### src/design/ldc_defines.vh
/*
   Constants for the line driver control register bank: register offsets,
   reset values, field positions, current limit values and fault timing.
   Assumes it is included by bare name from every design file that needs it.
*/
`ifndef LDC_DEFINES_VH
`define LDC_DEFINES_VH

// Register port geometry
`define LDC_ADDR_W        3
`define LDC_DATA_W        8
`define LDC_ADDR_LIMIT    3'h3
`define LDC_ADDR_CONFIG   3'h4
`define LDC_LIMIT_RST     8'h00
`define LDC_CONFIG_RST    8'h01
`define LDC_RDATA_NONE    8'h00

// Fields of driver_limit_retry
`define LDC_LIM_SEL_HI    7
`define LDC_LIM_SEL_LO    6
`define LDC_LIM_DIS       5
`define LDC_BLK_SEL_HI    4
`define LDC_BLK_SEL_LO    3
`define LDC_RTY_SEL_HI    2
`define LDC_RTY_SEL_LO    1
`define LDC_RTY_EN        0

// Fields of line_driver_config
`define LDC_CFG_RX_DIS    7
`define LDC_CFG_WPD       6
`define LDC_CFG_WPU       5
`define LDC_CFG_SPARE     4
`define LDC_CFG_LOW_SIDE  3
`define LDC_CFG_PUSH_PULL 2
`define LDC_CFG_STATIC    1
`define LDC_CFG_DRV_DIS   0

// Select codes shared by the two-bit fields
`define LDC_SEL_0         2'h0
`define LDC_SEL_1         2'h1
`define LDC_SEL_2         2'h2
`define LDC_SEL_3         2'h3

// Current limit in mA reported for each select code
`define LDC_ILIM0_MA      8'h32
`define LDC_ILIM1_MA      8'h64
`define LDC_ILIM2_MA      8'hc8
`define LDC_ILIM3_MA      8'hfa

// Clock rate and fault times in their printed units
`define LDC_CLK_MHZ       50
`define LDC_US_PER_MS     1000
`define LDC_BLANK0_US     128
`define LDC_BLANK1_US     500
`define LDC_BLANK2_MS     1
`define LDC_BLANK3_MS     5
`define LDC_RETRY0_MS     50
`define LDC_RETRY1_MS     100
`define LDC_RETRY2_MS     200
`define LDC_RETRY3_MS     500

// Fault timer counter
`define LDC_CNT_W         25
`define LDC_CNT_ZERO      25'h0
`define LDC_CNT_ONE       25'h1
`define LDC_ST_W          2

`endif

### src/design/ldc_fault_timer.v
/*
   Fault timer for the line driver: blanking of overcurrent and thermal
   conditions, driver shut-off, auto-retry off-time or thermal recovery.
   Assumes fault sense inputs are synchronous to the clock and that the
   parent passes cycle counts of at least one.
*/
`timescale 1ns/100ps
`include "ldc_defines.vh"

module ldc_fault_timer #(
   parameter integer BLANK0_CYC = 6400,
   parameter integer BLANK1_CYC = 25000,
   parameter integer BLANK2_CYC = 50000,
   parameter integer BLANK3_CYC = 250000,
   parameter integer RETRY0_CYC = 2500000,
   parameter integer RETRY1_CYC = 5000000,
   parameter integer RETRY2_CYC = 10000000,
   parameter integer RETRY3_CYC = 25000000
) (
   // Clock, reset, enable
   input  wire       i_clk,
   input  wire       i_srst,
   input  wire       i_ce,
   // Sense and configuration
   input  wire       i_fault_cond,
   input  wire       i_temp_recovered,
   input  wire       i_retry_en,
   input  wire [1:0] i_blank_sel,
   input  wire [1:0] i_retry_sel,
   // Results
   output wire       o_driver_off,
   output wire       o_fault_flag
);

   // Binary state codes
   localparam [`LDC_ST_W-1:0] ST_RUN   = 2'h0;  // Driver allowed
   localparam [`LDC_ST_W-1:0] ST_BLANK = 2'h1;  // Condition seen, blanking
   localparam [`LDC_ST_W-1:0] ST_OFF   = 2'h2;  // Driver shut off

   reg  [`LDC_ST_W-1:0] state_r;      // Current state
   reg  [`LDC_ST_W-1:0] state_nxt;    // Next state
   reg  [`LDC_CNT_W-1:0] cnt_r;       // Blanking or off-time counter
   reg  [`LDC_CNT_W-1:0] cnt_nxt;     // Next counter value
   reg                   off_r;       // Registered shut-off
   reg                   flag_r;      // Registered fault flag
   reg                   fault_evt;   // Blanking ran out this cycle
   reg  [31:0]           blank_cyc;   // Selected blanking length
   reg  [31:0]           retry_cyc;   // Selected off-time length
   wire [`LDC_CNT_W-1:0] blank_end;   // Last count of blanking
   wire [`LDC_CNT_W-1:0] retry_end;   // Last count of off-time

   // Select blanking length from the two-bit code
   always @* begin
      case (i_blank_sel)
         `LDC_SEL_0: blank_cyc = BLANK0_CYC;
         `LDC_SEL_1: blank_cyc = BLANK1_CYC;
         `LDC_SEL_2: blank_cyc = BLANK2_CYC;
         default:    blank_cyc = BLANK3_CYC;
      endcase
   end

   // Select auto-retry off-time from the two-bit code
   always @* begin
      case (i_retry_sel)
         `LDC_SEL_0: retry_cyc = RETRY0_CYC;
         `LDC_SEL_1: retry_cyc = RETRY1_CYC;
         `LDC_SEL_2: retry_cyc = RETRY2_CYC;
         default:    retry_cyc = RETRY3_CYC;
      endcase
   end

   assign blank_end = blank_cyc[`LDC_CNT_W-1:0] - `LDC_CNT_ONE;
   assign retry_end = retry_cyc[`LDC_CNT_W-1:0] - `LDC_CNT_ONE;

   // Next state: count condition cycles, shut off, then recover
   always @* begin
      state_nxt = state_r;
      cnt_nxt   = cnt_r;
      fault_evt = 1'b0;
      case (state_r)
         ST_RUN: begin
            // First cycle of the condition counts as one
            if (i_fault_cond) begin
               if (blank_end == `LDC_CNT_ZERO) begin
                  state_nxt = ST_OFF;
                  fault_evt = 1'b1;
               end else begin
                  state_nxt = ST_BLANK;
                  cnt_nxt   = `LDC_CNT_ONE;
               end
            end
         end
         ST_BLANK: begin
            if (!i_fault_cond) begin
               // Condition vanished early: restart, no fault
               state_nxt = ST_RUN;
               cnt_nxt   = `LDC_CNT_ZERO;
            end else if (cnt_r >= blank_end) begin
               state_nxt = ST_OFF;
               cnt_nxt   = `LDC_CNT_ZERO;
               fault_evt = 1'b1;
            end else begin
               cnt_nxt = cnt_r + `LDC_CNT_ONE;
            end
         end
         ST_OFF: begin
            if (i_retry_en) begin
               // Fixed off-time, then back on without software
               if (cnt_r >= retry_end) begin
                  state_nxt = ST_RUN;
                  cnt_nxt   = `LDC_CNT_ZERO;
               end else begin
                  cnt_nxt = cnt_r + `LDC_CNT_ONE;
               end
            end else if (i_temp_recovered) begin
               state_nxt = ST_RUN;
               cnt_nxt   = `LDC_CNT_ZERO;
            end
         end
         default: begin
            state_nxt = ST_RUN;
            cnt_nxt   = `LDC_CNT_ZERO;
         end
      endcase
   end

   // State registers; flag follows the condition once raised
   always @(posedge i_clk) begin
      if (i_srst) begin
         state_r <= ST_RUN;
         cnt_r   <= `LDC_CNT_ZERO;
         off_r   <= 1'b0;
         flag_r  <= 1'b0;
      end else if (i_ce) begin
         state_r <= state_nxt;
         cnt_r   <= cnt_nxt;
         off_r   <= (state_nxt == ST_OFF);
         flag_r  <= fault_evt | (flag_r & i_fault_cond);
      end
   end

   assign o_driver_off = off_r;
   assign o_fault_flag = flag_r;

endmodule // ldc_fault_timer

### src/design/ldc_top.v
/*
   Line driver control: two configuration registers behind a byte-wide
   register port, the decode of the line driver switches, receiver and
   weak pulls, and the fault timer that shuts the driver off.
   Assumes all inputs are synchronous to I_CLOCK, that the analog front end
   reports overcurrent, overtemperature and thermal recovery as levels, and
   that the polarity invert bit is supplied by a register outside this block.
*/
// Overview of operation
// - Select field picks 50/100/200/250mA limit
// - Limit-disable bit turns current limiting off
// - Blanking time selectable before fault is signalled
// - Off-time field picks 50/100/200/500ms
// - Auto-retry: off for fixed time, then on
// - No retry: off until temperature recovers
// - Receiver-disable bit floats receive output
// - Weak pull-down bit switches current sink
// - Weak pull-up bit switches current source
// - Open-drain polarity: 1 low-side, 0 high-side
// - Push-pull bit selects push-pull or open-drain
// - Static level 1 drives line active
// - Static 0: float unless enabled and not disabled
// - Enabled driver sends inverse of transmit data
// - Driver-disable bit floats driver always
// - All config bits read/write, reads harmless
// - Invert bit chooses inverted or direct transmit
// - Fault flag set on fault, clears itself
`timescale 1ns/100ps
`include "ldc_defines.vh"

module ldc_top #(
   // Fault timing in cycles; shorten these for simulation
   parameter integer BLANK0_CYC = `LDC_BLANK0_US * `LDC_CLK_MHZ,
   parameter integer BLANK1_CYC = `LDC_BLANK1_US * `LDC_CLK_MHZ,
   parameter integer BLANK2_CYC = `LDC_BLANK2_MS * `LDC_US_PER_MS * `LDC_CLK_MHZ,
   parameter integer BLANK3_CYC = `LDC_BLANK3_MS * `LDC_US_PER_MS * `LDC_CLK_MHZ,
   parameter integer RETRY0_CYC = `LDC_RETRY0_MS * `LDC_US_PER_MS * `LDC_CLK_MHZ,
   parameter integer RETRY1_CYC = `LDC_RETRY1_MS * `LDC_US_PER_MS * `LDC_CLK_MHZ,
   parameter integer RETRY2_CYC = `LDC_RETRY2_MS * `LDC_US_PER_MS * `LDC_CLK_MHZ,
   parameter integer RETRY3_CYC = `LDC_RETRY3_MS * `LDC_US_PER_MS * `LDC_CLK_MHZ
) (
   // Clock, reset and clock enable
   input  wire                   I_CLOCK,
   input  wire                   I_SRST,
   input  wire                   I_CE,
   // Register port
   input  wire [`LDC_ADDR_W-1:0] I_REG_ADDR,
   input  wire                   I_REG_WR,
   input  wire [`LDC_DATA_W-1:0] I_REG_WDATA,
   input  wire                   I_REG_RD,
   output wire [`LDC_DATA_W-1:0] O_REG_RDATA,
   output wire                   O_REG_RVALID,
   // Microcontroller pins
   input  wire                   I_TX,
   input  wire                   I_TRANSMIT_ENABLE_PIN,
   input  wire                   I_POLARITY_INVERT,
   output wire                   O_RX,
   output wire                   O_RX_OE,
   // Analog front end sense
   input  wire                   I_LINE_LEVEL,
   input  wire                   I_OVERCURRENT,
   input  wire                   I_OVERTEMP,
   input  wire                   I_TEMP_RECOVERED,
   // Line driver controls
   output wire                   O_HIGH_SIDE_ON,
   output wire                   O_LOW_SIDE_ON,
   output wire                   O_LIMIT_ENABLE,
   output wire [7:0]             O_LIMIT_MA,
   output wire                   O_WEAK_PULLUP_ON,
   output wire                   O_WEAK_PULLDOWN_ON,
   // Status
   output wire                   O_DRIVER_FAULT_FLAG,
   output wire                   O_DRIVER_OFF
);

   // Configuration registers
   reg  [`LDC_DATA_W-1:0] limit_retry_r;    // driver_limit_retry
   reg  [`LDC_DATA_W-1:0] limit_retry_nxt;  // Its next value
   reg  [`LDC_DATA_W-1:0] drv_config_r;     // line_driver_config
   reg  [`LDC_DATA_W-1:0] drv_config_nxt;   // Its next value

   // Read port
   reg  [`LDC_DATA_W-1:0] rdata_r;          // Read data holding register
   reg  [`LDC_DATA_W-1:0] rdata_nxt;        // Data selected by address
   reg                    rvalid_r;         // One-cycle read answer

   // Registered pin and control outputs
   reg                    hs_on_r;          // High-side switch on
   reg                    hs_on_nxt;
   reg                    ls_on_r;          // Low-side switch on
   reg                    ls_on_nxt;
   reg                    rx_r;             // Receive data
   reg                    rx_nxt;
   reg                    rx_oe_r;          // Receive pin driven
   reg                    lim_en_r;         // Current limit active
   reg  [7:0]             lim_ma_r;         // Current limit in mA
   reg  [7:0]             lim_ma_nxt;
   reg                    wpu_r;            // Weak source on
   reg                    wpd_r;            // Weak sink on

   // Driver decode helpers
   reg                    drive_active;     // Driver forces the line
   reg                    drive_level;      // Level when active
   wire                   fault_off;        // Fault timer holds off
   wire                   fault_flag;       // Fault status from timer
   wire                   fault_cond;       // Overcurrent or thermal

   // Field views of the registers
   wire [1:0] limit_sel  = {limit_retry_r[`LDC_LIM_SEL_HI],
                            limit_retry_r[`LDC_LIM_SEL_LO]};
   wire       limit_dis  = limit_retry_r[`LDC_LIM_DIS];
   wire [1:0] blank_sel  = {limit_retry_r[`LDC_BLK_SEL_HI],
                            limit_retry_r[`LDC_BLK_SEL_LO]};
   wire [1:0] retry_sel  = {limit_retry_r[`LDC_RTY_SEL_HI],
                            limit_retry_r[`LDC_RTY_SEL_LO]};
   wire       retry_en   = limit_retry_r[`LDC_RTY_EN];
   wire       rx_dis     = drv_config_r[`LDC_CFG_RX_DIS];
   wire       wpd_bit    = drv_config_r[`LDC_CFG_WPD];
   wire       wpu_bit    = drv_config_r[`LDC_CFG_WPU];
   wire       low_side   = drv_config_r[`LDC_CFG_LOW_SIDE];
   wire       push_pull  = drv_config_r[`LDC_CFG_PUSH_PULL];
   wire       static_lvl = drv_config_r[`LDC_CFG_STATIC];
   wire       drv_dis    = drv_config_r[`LDC_CFG_DRV_DIS];

   // Write decode; every bit is stored, the spare bit included
   always @* begin
      limit_retry_nxt = limit_retry_r;
      drv_config_nxt  = drv_config_r;
      if (I_REG_WR) begin
         case (I_REG_ADDR)
            `LDC_ADDR_LIMIT:  limit_retry_nxt = I_REG_WDATA;
            `LDC_ADDR_CONFIG: drv_config_nxt  = I_REG_WDATA;
            default: begin
               // Writes elsewhere are dropped
               limit_retry_nxt = limit_retry_r;
               drv_config_nxt  = drv_config_r;
            end
         endcase
      end
   end

   // Read mux; a read only copies, it never alters a register
   always @* begin
      case (I_REG_ADDR)
         `LDC_ADDR_LIMIT:  rdata_nxt = limit_retry_r;
         `LDC_ADDR_CONFIG: rdata_nxt = drv_config_r;
         default:          rdata_nxt = `LDC_RDATA_NONE;   // Unmapped reads zero
      endcase
   end

   // Register file and read answer
   always @(posedge I_CLOCK) begin
      if (I_SRST) begin
         limit_retry_r <= `LDC_LIMIT_RST;
         drv_config_r  <= `LDC_CONFIG_RST;  // Driver disabled at power-up
         rdata_r       <= `LDC_RDATA_NONE;
         rvalid_r      <= 1'b0;
      end else if (I_CE) begin
         limit_retry_r <= limit_retry_nxt;
         drv_config_r  <= drv_config_nxt;
         rvalid_r      <= I_REG_RD;
         if (I_REG_RD) begin
            rdata_r <= rdata_nxt;  // Held until the next read
         end
      end
   end

   // Fault sense: either condition starts the blanking window
   assign fault_cond = I_OVERCURRENT | I_OVERTEMP;

   // Blanking, shut-off and recovery timing
   ldc_fault_timer #(
      .BLANK0_CYC (BLANK0_CYC),
      .BLANK1_CYC (BLANK1_CYC),
      .BLANK2_CYC (BLANK2_CYC),
      .BLANK3_CYC (BLANK3_CYC),
      .RETRY0_CYC (RETRY0_CYC),
      .RETRY1_CYC (RETRY1_CYC),
      .RETRY2_CYC (RETRY2_CYC),
      .RETRY3_CYC (RETRY3_CYC)
   ) u_fault_timer (
      .i_clk            (I_CLOCK),
      .i_srst           (I_SRST),
      .i_ce             (I_CE),
      .i_fault_cond     (fault_cond),
      .i_temp_recovered (I_TEMP_RECOVERED),
      .i_retry_en       (retry_en),
      .i_blank_sel      (blank_sel),
      .i_retry_sel      (retry_sel),
      .o_driver_off     (fault_off),
      .o_fault_flag     (fault_flag)
   );

   // Decide whether the driver forces the line and to which level.
   // Disable and fault shut-off win over the static bit so that a
   // faulted or disabled driver can never be turned on by software.
   always @* begin
      drive_active = 1'b0;
      drive_level  = 1'b0;
      if (drv_dis || fault_off) begin
         // Both switches stay open
         drive_active = 1'b0;
      end else if (static_lvl) begin
         drive_active = 1'b1;
         drive_level  = 1'b1;
      end else if (I_TRANSMIT_ENABLE_PIN) begin
         drive_active = 1'b1;
         // Inverted transmit unless the invert bit asks for direct
         drive_level  = I_POLARITY_INVERT ? I_TX : ~I_TX;
      end else begin
         drive_active = 1'b0;
      end
   end

   // Map level to switches for push-pull, high-side and low-side modes
   always @* begin
      hs_on_nxt = 1'b0;
      ls_on_nxt = 1'b0;
      if (drive_active) begin
         if (push_pull) begin
            // Polarity bit has no say in push-pull
            hs_on_nxt = drive_level;
            ls_on_nxt = ~drive_level;
         end else if (low_side) begin
            // Level high means the sink switch is open
            ls_on_nxt = ~drive_level;
         end else begin
            hs_on_nxt = drive_level;
         end
      end
   end

   // Current limit value from the select code
   always @* begin
      case (limit_sel)
         `LDC_SEL_0: lim_ma_nxt = `LDC_ILIM0_MA;
         `LDC_SEL_1: lim_ma_nxt = `LDC_ILIM1_MA;
         `LDC_SEL_2: lim_ma_nxt = `LDC_ILIM2_MA;
         default:    lim_ma_nxt = `LDC_ILIM3_MA;
      endcase
   end

   // Receive data follows the same invert choice as transmit
   always @* begin
      rx_nxt = I_POLARITY_INVERT ? I_LINE_LEVEL : ~I_LINE_LEVEL;
   end

   // Output flip-flops; all controls follow the registers one edge later.
   // The extra edge also delays transmit data by one cycle, which is far
   // below any line bit time.
   always @(posedge I_CLOCK) begin
      if (I_SRST) begin
         hs_on_r  <= 1'b0;
         ls_on_r  <= 1'b0;
         rx_r     <= 1'b0;
         rx_oe_r  <= 1'b0;
         lim_en_r <= 1'b0;
         lim_ma_r <= `LDC_ILIM0_MA;
         wpu_r    <= 1'b0;
         wpd_r    <= 1'b0;
      end else if (I_CE) begin
         hs_on_r  <= hs_on_nxt;
         ls_on_r  <= ls_on_nxt;
         rx_r     <= rx_nxt;
         rx_oe_r  <= ~rx_dis;
         lim_en_r <= ~limit_dis;
         lim_ma_r <= lim_ma_nxt;
         wpu_r    <= wpu_bit;
         wpd_r    <= wpd_bit;
      end
   end

   // Port drives
   assign O_REG_RDATA         = rdata_r;
   assign O_REG_RVALID        = rvalid_r;
   assign O_RX                = rx_r;
   assign O_RX_OE             = rx_oe_r;
   assign O_HIGH_SIDE_ON      = hs_on_r;
   assign O_LOW_SIDE_ON       = ls_on_r;
   assign O_LIMIT_ENABLE      = lim_en_r;
   assign O_LIMIT_MA          = lim_ma_r;
   assign O_WEAK_PULLUP_ON    = wpu_r;
   assign O_WEAK_PULLDOWN_ON  = wpd_r;
   assign O_DRIVER_FAULT_FLAG = fault_flag;
   assign O_DRIVER_OFF        = fault_off;

endmodule // ldc_top

### config.mk
export PLATFORM = sky130hd
export DESIGN_NAME = ldc_top
export DESIGN_NICKNAME = d
export VERILOG_FILES = /design/src/design/ldc_fault_timer.v /design/src/design/ldc_top.v
export VERILOG_INCLUDE_DIRS = /design/src /design/src/design
export SDC_FILE = /design/constraint.sdc
export NUM_CORES = 1
export LEC_CHECK = 0
export ABC_AREA = 1
export BUFFER_PORTS_ARGS = -buffer_cell sky130_fd_sc_hd__buf_2
export CAP_MARGIN = 5
export CELL_PAD_IN_SITES_DETAIL_PLACEMENT = 2
export CELL_PAD_IN_SITES_GLOBAL_PLACEMENT = 2
export CORE_ASPECT_RATIO = 1.1
export CORE_MARGIN = 2
export CORE_UTILIZATION = 30
export DETAILED_ROUTE_END_ITERATION = 6
export PLACE_DENSITY_LB_ADDON = 0.3
export SLEW_MARGIN = 20
export SYNTH_ARGS = -nofsm -noshare
export SYNTH_HDL_FRONTEND = slang
export SYNTH_SLANG_ARGS = --single-unit
### constraint.sdc
create_clock -name I_CLOCK -period 2.6 [get_ports I_CLOCK]
set_input_delay 0.52 -clock I_CLOCK [delete_from_list [all_inputs] [get_ports I_CLOCK]]
set_output_delay 0.52 -clock I_CLOCK [all_outputs]
set_load 0.05 [all_outputs]
==> reports/results.ini <==
[drt]
drt-total-wl_mm = 16.3
drt_iter0_markers = 134
firstDrtPassIters = 4
vias = 4420
ant_nets = 0
drc = 0
routedWlPerCell_um = 18.4
viasPerCell = 4.98

[sta]
setup-violations-final = 0
worst_slack_ns = 0.166
timing.slew.headroom_pct = 61.8
fmax_mhz = 411
hold_viol = 0
worst_pin_slew_ns = 0.572
slew_viol_final = 0
min_period_over_period_pct = 93.6
setup_tns_ns = 0
clock_skew_ns = 0.00590
period_minus_slack_ns = 2.43

[synth]
synth_cells = 631
synth_top_area_cell = dfxtp_1
yosys_warnings = 0
synth_area_per_cell_um2 = 7.10
syn_area_mm2 = 0.00448
async_flop_share_pct = 0
synth_ff_type = dfxtp_1
ys_seq_area_share_pct = 29.5
ys_seq_elements = 66
yosys.cell_types.count = 41
synth.top_cell.area_share_pct = 29.5
synth_edf_count = 0
synthTopCellsByArea = dfxtp_1, ha_1, nand2_1

[placement]
hpwl_mm = 12.4
io_buffers = 47
pre_cts_slack_ns = -0.0435
place_area_mm2 = 0.00498
placedCellCount = 869
routabilityCongestion = 0.865

[global_route]
grt_antenna_before_repair = 1
grt_start_max_net_pins = 29
grt_pass1_vias = 4980
overflow = 0
grt_first_pass_wirelength_mm = 26.5
globalRouteTotalUtil_pct = 21.6

[setup_path]
worstPathRequired_ns = 2.84
worstPathArrival_ns = 2.67
cp_max_fo = 7
start_kind = flip-flop
end_kind = flip-flop
critPathKind = reg2reg

[finish]
area_growth_pct = 21.1
final_cell_mix = nand2_1, inv_1, dfxtp_1
layoutNonFillerInstCount = 887
fin_area_mm2 = 0.00543
antenna_cells = 0
nNetsFinal = 770
drive_gt1_share_pct = 20.4
layout_commonest_cell = nand2_1

[floorplanning]
dieArea_mm2 = 0.0159
rows = 46
num_io_pins = 49
fp.dieW_um = 121
initial_utilization_pct = 30.9
fp.coreArea_mm2 = 0.0145
die_h_um = 132

[clock_tree]
cts.clk_slew.worst_paths_ns = 0.06
cts-htree-levels = 3
cts_buffers = 9
clock-sinks = 66
insertion_delay_ns = 0.35
tritoncts = yes
clockBufferDepth = 2
cts_root_buffer = clkbuf_16

[power]
vdd_drop_max_mv = 0.279
p_total_mw = 2.63
power.leakage_nw = 2.55
power_density_mw_per_mm2 = 484

[job]
max_cap_viol_count = 0

[status]
status = complete, no violations

[min_path]
hp-class = in2reg

-- stage by stage --
stage                     utilization, %  hold slack, ns
final                               37.4           0.426
after global routing                37.4           0.438
after CTS                           37.0           0.423
after floorplan                        -           0.411
after detailed placement            34.4           0.434
after global placement              34.4           0.427
-- logic make-up after synthesis --
group,after synthesis,synth area share [%]
simple gates,260,27.1
compound gates,117,13.8
buf+inv,111,10.1
flops,66,29.5
fa+ha+maj,56,15.6
xor+xnor,19,3.71
other cells,2,0.168
-- timing repair --
item / in CTS / in global routing
endpoints found under the setup margin: 23 / 28
resized for setup: 12 / 20
cloned: 2 / 0
hold buffers: 0 / 0
pin swaps: 4 / 3
buffers inserted: 1 / 0
-- synthesized netlist by cell type, types with 2 or more instances --
master / instances
clkbuf_1: 11
inv_1: 89
nor2_1: 59
conb_1: 2
nand4_1: 9
o21ai_0: 42
a21oi_1: 58
xor2_1: 15
a21oi_2: 2
ha_1: 56
nand3_2: 3
nand2_1: 116
xnor2_1: 4
a21o_1: 2
buf_4: 3
nand3_1: 29
nor3_1: 7
nor2_2: 13
nor4_1: 2
buf_2: 4
nand2_2: 8
dfxtp_1: 66
nand4_2: 2
o22ai_1: 8
or2_2: 3
nor2_4: 3
-- final cells by class --
class                           instances  area [um^2]
Fill cell                            1749         9070
Multi-Input combinational cell        457         2850
Sequential cell                        66         1330
Timing Repair Buffer                   65          370
Inverter                               92          350
Tap cell                              192          240
Clock buffer                           10          239
Clock inverter                          5         55.1
-- worst paths after layout --
path / cells after the start / startpoint / to / slack, ns
max reg2reg: 15 / limit_retry_r[1]$_SDFFE_PP0P_ / u_fault_timer.cnt_r[20]$_SDFFE_PP0P_ / 0.17
max: 15 / limit_retry_r[1]$_SDFFE_PP0P_ / u_fault_timer.cnt_r[20]$_SDFFE_PP0P_ / 0.17
min: 3 / I_REG_WDATA[0] / drv_config_r[0]$_SDFFE_PP1P_ / 0.43
min reg2reg: 1 / limit_retry_r[5]$_SDFFE_PP0P_ / O_LIMIT_ENABLE$_SDFFE_PP0P_ / 0.45
-- power by group --
group	leakage (nW)	switching [mW]	internal, mW
combinational	1.87	0.232	0.0871
sequential	0.539	0.0183	1.04
clock	0.140	0.494	0.759
-- per-layer routing --
metal	share of wire, %	up-vias	track usage, %
li1	-	2160	-
met1	42	2167	24.3
met2	53	66	39.9
met3	2.9	27	3.50
met4	2.6	0	9.04
met5	0	-	0
-- critical path, cell delays in order (launching register included) --
cell and delay, ns:
dfxtp_2 0.32, buf_4 0.14, ha_1 0.23, or2_4 0.27, ha_4 0.27, nand2_2 0.07, nor2_4 0.12, nand2_1 0.06
nand2_1 0.07, nand2_1 0.06, nand2_1 0.09, nand2_2 0.08, nand3_4 0.17, nand3_4 0.17, nand2_8 0.14, nor2_1 0.06
-- sequential cells by signal (all words and copies together) (netlist names), 2 cells and up --
register	flops
O_REG_RDATA	8
u_fault_timer.cnt_r	25
O_LIMIT_MA	5
u_fault_timer.state_r	2
limit_retry_r	8
drv_config_r	8
No activity file was read; power rests on OpenSTA's default activity.
